File: src/hw/rcs_pkg.sv
// Package with constants and types for the reset and calibration sequencer
package rcs_pkg;
  localparam logic [1:0] RCS_SEL_SPI = 2'h0;
  localparam logic [1:0] RCS_SEL_I2C = 2'h1;
  localparam logic [1:0] RCS_SEL_PIN = 2'h2;
  localparam logic [1:0] RCS_SEL_RSV = 2'h3;
  localparam int RCS_TIMER_NS = 1000;
  localparam int RCS_CLK_NS = 5;
  localparam int RCS_TIMER_CYC = (RCS_TIMER_NS + RCS_CLK_NS - 1) / RCS_CLK_NS;
  localparam int RCS_CAL_CYC = 64;
  localparam int RCS_CFG_W = 8;
  localparam logic [7:0] RCS_CFG_DEFAULT = 8'h00;
  typedef enum logic [4:0] {
    RCS_ST_RESET = 5'b0_0001,
    RCS_ST_LOAD = 5'b0_0010,
    RCS_ST_STAB = 5'b0_0100,
    RCS_ST_CAL = 5'b0_1000,
    RCS_ST_RUN = 5'b1_0000
  } rcs_state_type;
endpackage : rcs_pkg

File: src/hw/rcs_link_if.sv
// Interface joining the host controller and the sequencer
`timescale 1ns/1ps
`default_nettype none
interface rcs_link_if;
  logic power_down_pin;
  logic reset_pin_n;
  logic output_sync_pin;
  logic [1:0] mode_sel;
  logic soft_reset_bit;
  logic cfg_write;
  logic [7:0] cfg_data;
  logic serial_busy;
  modport device (
    input power_down_pin, reset_pin_n, output_sync_pin, mode_sel,
    input soft_reset_bit, cfg_write, cfg_data, serial_busy
  );
  modport host (
    output power_down_pin, reset_pin_n, output_sync_pin, mode_sel,
    output soft_reset_bit, cfg_write, cfg_data, serial_busy
  );
endinterface : rcs_link_if
`default_nettype wire

File: src/hw/rcs_device.sv
// Device end: reset, default reload, stabilisation and calibration sequence
`timescale 1ns/1ps
`default_nettype none
module rcs_device #(
  parameter int TIMER_CYC = rcs_pkg::RCS_TIMER_CYC,
  parameter int CAL_CYC = rcs_pkg::RCS_CAL_CYC
) (
  input wire logic clk,
  input wire logic rst,
  input wire logic ce,
  rcs_link_if.device link,
  input wire logic supply_ok,
  input wire logic [7:0] cfg_pins,
  output logic outputs_enable,
  output logic cal_active,
  output logic normal_mode,
  output logic [7:0] active_cfg,
  output logic mode_reserved
);
  import rcs_pkg::*;
  //////////////////////////////////////////////////////////////////////////
  rcs_state_type state_reg, state_next;
  logic [15:0] count_reg, count_next;
  logic [7:0] cfg_reg, cfg_next;
  logic soft_prev_reg, soft_prev_next;
  logic oe_reg, oe_next;
  logic cal_reg, cal_next;
  logic norm_reg, norm_next;
  logic [7:0] act_reg, act_next;
  logic rsv_reg, rsv_next;
  logic pin_mode;
  logic hard_reset;
  logic soft_fall;
  // In pin mode the configuration comes from cfg_pins and serial writes are ignored
  assign pin_mode = (link.mode_sel == RCS_SEL_PIN);
  assign hard_reset = !link.power_down_pin || !link.reset_pin_n;
  assign soft_fall = soft_prev_reg && !link.soft_reset_bit;
  //////////////////////////////////////////////////////////////////////////
  always_comb begin
    state_next = state_reg;
    count_next = count_reg;
    cfg_next = cfg_reg;
    soft_prev_next = link.soft_reset_bit;
    if (hard_reset) begin
      state_next = RCS_ST_RESET;
      count_next = 16'h0000;
    end else begin
      case (state_reg)
        RCS_ST_RESET: begin
          state_next = RCS_ST_LOAD;
        end
        RCS_ST_LOAD: begin
          cfg_next = RCS_CFG_DEFAULT;
          count_next = 16'h0000;
          state_next = RCS_ST_STAB;
        end
        RCS_ST_STAB: begin
          // Timer stops at TIMER_CYC and holds while supplies settle; both must agree
          if (count_reg < 16'(TIMER_CYC)) begin
            count_next = count_reg + 16'h0001;
          end else if (supply_ok) begin
            count_next = 16'h0000;
            state_next = RCS_ST_CAL;
          end
        end
        RCS_ST_CAL: begin
          if (count_reg < 16'(CAL_CYC - 1)) begin
            count_next = count_reg + 16'h0001;
          end else begin
            state_next = RCS_ST_RUN;
          end
        end
        RCS_ST_RUN: begin
          if (link.cfg_write && !pin_mode) begin
            cfg_next = link.cfg_data;
          end
        end
        default: begin
          state_next = RCS_ST_RESET;
        end
      endcase
      // Soft reset keeps the register contents and skips the reload
      if (soft_fall && state_reg != RCS_ST_RESET && state_reg != RCS_ST_LOAD) begin
        state_next = RCS_ST_STAB;
        count_next = 16'h0000;
      end
    end
  end
  //////////////////////////////////////////////////////////////////////////
  always_comb begin
    // Outputs stay off while the soft bit is high, so a load can finish first
    oe_next = (state_next == RCS_ST_RUN) && !link.soft_reset_bit
              && link.output_sync_pin && (link.mode_sel != RCS_SEL_RSV);
    cal_next = (state_next == RCS_ST_CAL);
    norm_next = !hard_reset && (state_next == RCS_ST_RUN);
    act_next = pin_mode ? cfg_pins : cfg_next;
    rsv_next = (link.mode_sel == RCS_SEL_RSV);
  end
  //////////////////////////////////////////////////////////////////////////
  always_ff @(posedge clk or posedge rst) begin
    if (rst) begin
      state_reg <= RCS_ST_RESET;
      count_reg <= 16'h0000;
      cfg_reg <= RCS_CFG_DEFAULT;
      soft_prev_reg <= 1'b0;
      oe_reg <= 1'b0;
      cal_reg <= 1'b0;
      norm_reg <= 1'b0;
      act_reg <= 8'h00;
      rsv_reg <= 1'b0;
    end else if (ce) begin
      state_reg <= state_next;
      count_reg <= count_next;
      cfg_reg <= cfg_next;
      soft_prev_reg <= soft_prev_next;
      oe_reg <= oe_next;
      cal_reg <= cal_next;
      norm_reg <= norm_next;
      act_reg <= act_next;
      rsv_reg <= rsv_next;
    end
  end
  assign outputs_enable = oe_reg;
  assign cal_active = cal_reg;
  assign normal_mode = norm_reg;
  assign active_cfg = act_reg;
  assign mode_reserved = rsv_reg;
endmodule : rcs_device
`default_nettype wire

File: src/flat_wrapper.sv
// flat-port wrapper written by rule: the top's interface ports become plain ports
module rcs_device_flat import rcs_pkg::*;
#(
  parameter int TIMER_CYC = rcs_pkg::RCS_TIMER_CYC,
  parameter int CAL_CYC = rcs_pkg::RCS_CAL_CYC
)
  (clk, rst, ce, supply_ok, cfg_pins, outputs_enable, cal_active, normal_mode, active_cfg, mode_reserved, link_power_down_pin, link_reset_pin_n, link_output_sync_pin, link_mode_sel, link_soft_reset_bit, link_cfg_write, link_cfg_data, link_serial_busy);
  rcs_link_if link_i ();
  input wire logic clk;
  input wire logic rst;
  input wire logic ce;
  input wire logic supply_ok;
  input wire logic [7:0] cfg_pins;
  output logic outputs_enable;
  output logic cal_active;
  output logic normal_mode;
  output logic [7:0] active_cfg;
  output logic mode_reserved;
  input wire logic [$bits(link_i.power_down_pin)-1:0] link_power_down_pin;
  input wire logic [$bits(link_i.reset_pin_n)-1:0] link_reset_pin_n;
  input wire logic [$bits(link_i.output_sync_pin)-1:0] link_output_sync_pin;
  input wire logic [$bits(link_i.mode_sel)-1:0] link_mode_sel;
  input wire logic [$bits(link_i.soft_reset_bit)-1:0] link_soft_reset_bit;
  input wire logic [$bits(link_i.cfg_write)-1:0] link_cfg_write;
  input wire logic [$bits(link_i.cfg_data)-1:0] link_cfg_data;
  input wire logic [$bits(link_i.serial_busy)-1:0] link_serial_busy;
  assign link_i.power_down_pin = link_power_down_pin;
  assign link_i.reset_pin_n = link_reset_pin_n;
  assign link_i.output_sync_pin = link_output_sync_pin;
  assign link_i.mode_sel = link_mode_sel;
  assign link_i.soft_reset_bit = link_soft_reset_bit;
  assign link_i.cfg_write = link_cfg_write;
  assign link_i.cfg_data = link_cfg_data;
  assign link_i.serial_busy = link_serial_busy;
  rcs_device #(.TIMER_CYC(TIMER_CYC), .CAL_CYC(CAL_CYC)) u_core (.clk(clk), .rst(rst), .ce(ce), .link(link_i), .supply_ok(supply_ok), .cfg_pins(cfg_pins), .outputs_enable(outputs_enable), .cal_active(cal_active), .normal_mode(normal_mode), .active_cfg(active_cfg), .mode_reserved(mode_reserved));
endmodule
File: config.mk
export PLATFORM = sky130hd
export DESIGN_NAME = rcs_device_flat
export DESIGN_NICKNAME = d
export VERILOG_FILES = /design/src/hw/rcs_pkg.sv /design/src/hw/rcs_link_if.sv /design/src/hw/rcs_device.sv /design/src/flat_wrapper.sv
export SDC_FILE = /design/constraint.sdc
export NUM_CORES = 1
export LEC_CHECK = 0
export ABC_CLOCK_PERIOD_IN_PS = 2600
export BUFFER_PORTS_ARGS = -buffer_cell sky130_fd_sc_hd__buf_2
export CORE_AREA = 2 2 79 81
export CTS_CLUSTER_DIAMETER = 60
export CTS_CLUSTER_SIZE = 40
export DETAILED_ROUTE_END_ITERATION = 6
export DIE_AREA = 0 0 81 83
export PLACE_DENSITY = 0.65
export SYNTH_ARGS = -nofsm -noshare
export SYNTH_HDL_FRONTEND = slang
export SYNTH_SLANG_ARGS = --single-unit
File: constraint.sdc
create_clock -name clk -period 2.6 [get_ports clk]
set_input_delay 0.78 -clock clk [delete_from_list [all_inputs] [get_ports clk]]
set_output_delay 0.78 -clock clk [all_outputs]
set_load 0.02 [all_outputs]
== Word-level counts from Yosys, hierarchy flattened ==
Index checks and enable logic that the tools add are counted.

* $add $sub $neg: 1
* $lt $le $gt $ge: 2
* Equality and inequality tests: 14
* Multiplexer cells: 16
* Reduce and logical (&&, ||, !) cells: 16

{| class="wikitable"
|+ Operators with widths
! cell !! number
|-
| $mux W16 || 5
|-
| $pmux W16 S3 || 1
|-
| $mux W5 || 5
|-
| $pmux W5 S5 || 1
|-
| $mux W8 || 3
|-
| $add A16 B1 Y16 const B || 1
|-
| $lt A16 B6 Y1 const B || 1
|-
| $lt A16 B8 Y1 const B || 1
|-
| $pmux W8 S2 || 1
|-
| $eq A5 B4 Y1 const B || 2
|-
| $eq A5 B5 Y1 const B || 2
|-
| $ne A5 B2 Y1 const B || 2
|-
| $logic_and A1 B1 Y1 || 8
|-
| $eq A5 B1 Y1 const B || 1
|-
| $eq A5 B2 Y1 const B || 1
|-
| $eq A5 B3 Y1 const B || 1
|-
| $logic_not A1 Y1 || 5
|-
| $ne A5 B1 Y1 const B || 1
|-
| $reduce_bool A5 Y1 || 1
|-
| $eq A2 B2 Y1 const B || 2
|-
| $ne A4 B1 Y1 const B || 1
|-
| $reduce_and A4 Y1 || 1
|-
| $ne A2 B2 Y1 const B || 1
|-
| $logic_or A1 B1 Y1 || 1
|}

* Bits in registers: 42
* Bits of input ports: 28
* Output and inout bits: 12
* Logic and storage cells: 58

== Longest topological paths before layout ==
* Word-level depth: 10
* Mapped depth: 8

== Worst setup path after synthesis ==
OpenSTA, ideal clock, no wires.

* Path type: input to register
* Start point: in link_soft_reset_bit
* End point: reg u_core.count_reg[3]
* Setup time: 0.124 ns
* Arrival: 2.031 ns
* Required time: 2.476 ns
* Path slack: 0.445 ns
* Cell stages on the path: 5
* Cells stage by stage: a211oi_1 -> a311oi_1 -> buf_4 -> o211a_1 -> a211o_1

* Longest elaborated chain between the ends: 6
* Elaborated cells between the ends (all ways): 10
* Classes of those cells: eq/ne: 2; mux: 2; reduce/logical: 6

{| class="wikitable"
|+ RTL lines
! item !! line !! source
|-
| from (decl) || flat_wrapper.sv:23 || <nowiki>input wire logic [$bits(link_i.soft_reset_bit)-1:0] link_soft_reset_bit;</nowiki>
|-
| $logic_not A1 Y1 * || rcs_device.sv:37 || <nowiki>assign soft_fall = soft_prev_reg && !link.soft_reset_bit;</nowiki>
|-
| $logic_and A1 B1 Y1 * || rcs_device.sv:37 ||
|-
| $logic_and A1 B1 Y1 * (2 in series) || rcs_device.sv:83 || <nowiki>if (soft_fall && state_reg != RCS_ST_RESET && state_reg != RCS_ST_LOAD) begin</nowiki>
|-
| $ne A5 B2 Y1 (no source line), or another cell as far along || - ||
|-
| $reduce_and A4 Y1 (no source line) / $mux W16 (equally long branches) || - ||
|-
| to (signal assigned) || rcs_device.sv:113 || <nowiki>count_reg <= count_next;</nowiki>
|-
| to (decl) || rcs_device.sv:23 || <nowiki>logic [15:0] count_reg, count_next;</nowiki>
|}

Mark *: on every way between the ends. The rest lies on a longest branch, timed or not.
A chain may end at the register's enable or synchronous reset.

== Final worst setup path ==
* Start point: reg u_core.count_reg[5]
* End point: reg u_core.count_reg[7]

* Longest elaborated chain between the ends: 5
* Elaborated cells between the ends (all ways): 11
* Classes of those cells: add/sub: 1; order compare: 2; eq/ne: 2; mux: 5; reduce/logical: 1

{| class="wikitable"
|+ RTL lines
! item !! line !! source
|-
| $add A16 B1 Y16 / $lt A16 B8 Y1 (equally long branches) || rcs_device.sv:60, rcs_device.sv:68, rcs_device.sv:59 ||
|-
| $mux W16, on equally long branches || rcs_device.sv:67, rcs_device.sv:59 ||
|-
| $pmux W16 S3 || rcs_device.sv:48 || <nowiki>case (state_reg)</nowiki>
|-
| $mux W16 || rcs_device.sv:83 ||
|-
| $mux W16 || rcs_device.sv:44 || <nowiki>if (hard_reset) begin</nowiki>
|}

Parallel ways exist; a longest one is shown, timed or not. The select of a mux whose other input is x is not followed.

==> results.cfg <==
[clocking]
post-cts-setup-buffers = 0
cts.repair.resized = 0
cts_max_level = 2
clock_tree_from_tritoncts = done
postCtsHoldBufs = 0
clk_root_buffer_cell = clkbuf_8
insertion_delay_ns = 0.29
clock_tree.buffer_depth = 2
cts_buffers = 5
cts.clk_slew.worst_paths_ns = 0.08
clkSinkCount = 42

[worst_setup_path]
worst-path-buf-inv = 0
crit_path_top_delay_cell = a2111oi_4
critPathMaxStageDelay_ns = 0.52
timing_worst_setup_path_type = reg -> reg
cp-end-kind = register
critical_path_required_ns = 2.82
worstPathCellList = o311ai_2 > a31oi_1 > a2111oi_4 > nand2b_1 > nand4_1 > o21ai_1
kind_of_start_point_of_the_critical_path = register
critical_path.max_fanout = 11
crit_family = compound AO/OA/AOI/OAI gates
crit_path_dat_ns = 2.52

[sta]
worst_slew_margin_relative_to_its_limit_pct = 50.59
worst-slew-pin-transition_ns = 0.7351
finalHoldViolCount = 0
final_min_period_over_clock_period_pct = 88.37
clock-skew-final_ns = 0.005524
timing.fmax_mhz = 435.2
rsz0062_at_grt = false
report.final.setup_viol = 0
setup_ws_post_layout_ns = 0.3024
setup_total_negative_slack_ns = 0
post-route-min-period_ns = 2.298
report.final.slew_viol_count = 0
tightest_hold_margin_ns = 0.4772

[run_status]
status = finished, final reports clean

[drt]
drtPass1Iterations = 7
totalWireLength_um = 5163
route.vias.total = 1962
via_per_inst = 5.527
drc_errors = 0
drt_iter0_drc = 212
routed_wire_length_per_instance_um = 14.54
final_antenna_net_count = 0

[floorplanning]
floorplan.die.width_um = 81
floorplan.die_area_mm2 = 0.006723
top_level_ports = 40
core_rows = 28
start_util_pct = 39.72
die_height_um = 83
coreArea_mm2 = 0.005816

[synth]
postSynth.topFlopCell = dfrtp_1
synth.cell_area_mm2 = 0.002310
synth_compound_gate_area_share_pct = 26.27
synth.mux.area_fraction_pct = 0
synth_fa_ha_area_share_pct = 0.5417
netlist_instances = 241
dominant_combinational_cell_family_by_area_after_synthesis = compound AO/OA/AOI/OAI gates
synthesis.nets = 270
synthSimpleGateAreaFrac_pct = 21.56
ff_latch_count_synth = 42
post_synth_num_cell_types = 50
synth_enable_flop_cells = 0
yosys.area_share.xor_xnor_pct = 0.7584
ys_seq_area_share_pct = 45.56
synth_area_per_cell_um2 = 9.584
ys.warnings.count = 0
synthArstFlopShare_pct = 100.0

[placement]
dp_slack_ns = 0.2996
place.detailed.instances = 347
dp.final_hpwl_um = 3713
port_buffers = 38
gp_congestion = 0.7452
dpl-instance-area_mm2 = 0.002572

[global_route]
first_pass_grt_wire_length_um = 8811
grt_max_degree = 43
first_global_vias = 1849
grt_overflow = 0
antenna_found_initial = 0
grt_util_all_layers_pct = 16.50

[flow_run]
maxCapViolations = 0

[pwr]
peakVddDrop_mv = 0.3185
p_leak_nw = 1.191
pwr_density_cell_mw_per_mm2 = 533.8

[final_layout]
final_cell_mix = dfrtp_1 (41), buf_2 (38), o21ai_0 (19), nor2_1 (19), a21oi_1 (17)
design.final.nets = 308
antenna_cells = 0
layout.cell_area.non_filler_mm2 = 0.002664
layout.cells.most_common = dfrtp_1
flow.area_growth_from_synthesis_pct = 15.33
layoutNonFillerInstCount = 355
largest_reg_flops = 16
fraction_of_layout_cells_with_a_size_suffix_above_1_pct = 22.50

[min_path]
worst_hold_path_type = reg -> reg
-- Yosys cell counts (2+ instances only) --
cell,count,area (um^2)
buf_2,2,10.01
o211a_1,2,20.02
nor4_4,2,42.54
o21ai_0,19,95.09
dfrtp_1,41,1026
nand4_1,6,37.54
nor2b_1,4,25.02
a21o_1,5,37.54
a221oi_1,8,70.07
and2_1,9,56.30
clkbuf_1,8,30.03
a211o_1,7,61.31
nor2_1,19,71.32
or4_1,2,15.01
nand3b_1,2,15.01
nand2b_1,4,25.02
inv_1,12,45.04
o2bb2ai_1,7,61.31
nand2_1,14,52.55
buf_4,3,22.52
and3_1,2,12.51
nand3_1,9,45.04
a21oi_1,17,85.08
a211oi_1,5,37.54
o21ai_1,3,15.01
nor4_1,5,31.28
-- path summary, 6_finish.rpt --
| check | slack (ns) | depth (start not counted) | from | end |
|---|---|---|---|---|
| worst max-delay path | 0.30 | 6 | u_core.count_reg[5] | u_core.count_reg[7] |
| worst min-delay path | 0.48 | 1 | u_core.active_cfg[4] | u_core.active_cfg[4] |
| worst max register to register | 0.30 | 6 | u_core.count_reg[5] | u_core.count_reg[7] |
| worst min register to register | 0.48 | 1 | u_core.active_cfg[4] | u_core.active_cfg[4] |
| max in group asynchronous | 1.62 | 3 | rst | u_core.state_reg[0] |
| min in group asynchronous | 0.61 | 3 | rst | u_core.outputs_enable |
-- layer usage --
| metal | routed length (um) | share of wire [%] | track usage [%] |
|---|---|---|---|
| met3 | 126 | 2.4 | 2.935 |
| met2 | 2527 | 49 | 24.87 |
| met1 | 2453 | 48 | 23.46 |
| met5 | 0 | 0 | 0 |
| met4 | 55 | 1.1 | 6.317 |
-- power by group --
group	leakage, nW	switching, mW	internal (mW)
logic	0.617	0.147	0.0972
registers	0.526	0.0378	0.704
clock network	0.0482	0.221	0.214
-- metrics by stage --
step                utilization (%)  total power [mW]
floorplan                         -            0.9197
global placement              44.23            0.9957
detailed placement            44.23             1.001
CTS                           45.80             1.448
global route                  45.80             1.494
finish                        45.80             1.422
-- logic make-up (layout without fill, tap and decap cells) --
group,after synthesis,in the layout
adder cells (fa/ha/maj),1,1
XOR/XNOR,2,2
flip-flops,42,42
buffers and inverters,27,66
AO/OA/AOI/OAI,84,84
AND/OR/NAND/NOR,85,85
-- final cells by class --
class / count / area, um^2
repair buffers: 45 / 242.7
flip-flops and latches: 42 / 1052
inverters: 13 / 48.80
well taps: 75 / 93.84
fillers: 595 / 3152
multi-input cells: 172 / 1135
clock buffers: 7 / 86.33
clock inverters: 1 / 5.005
(Power assumes the default switching activity.)
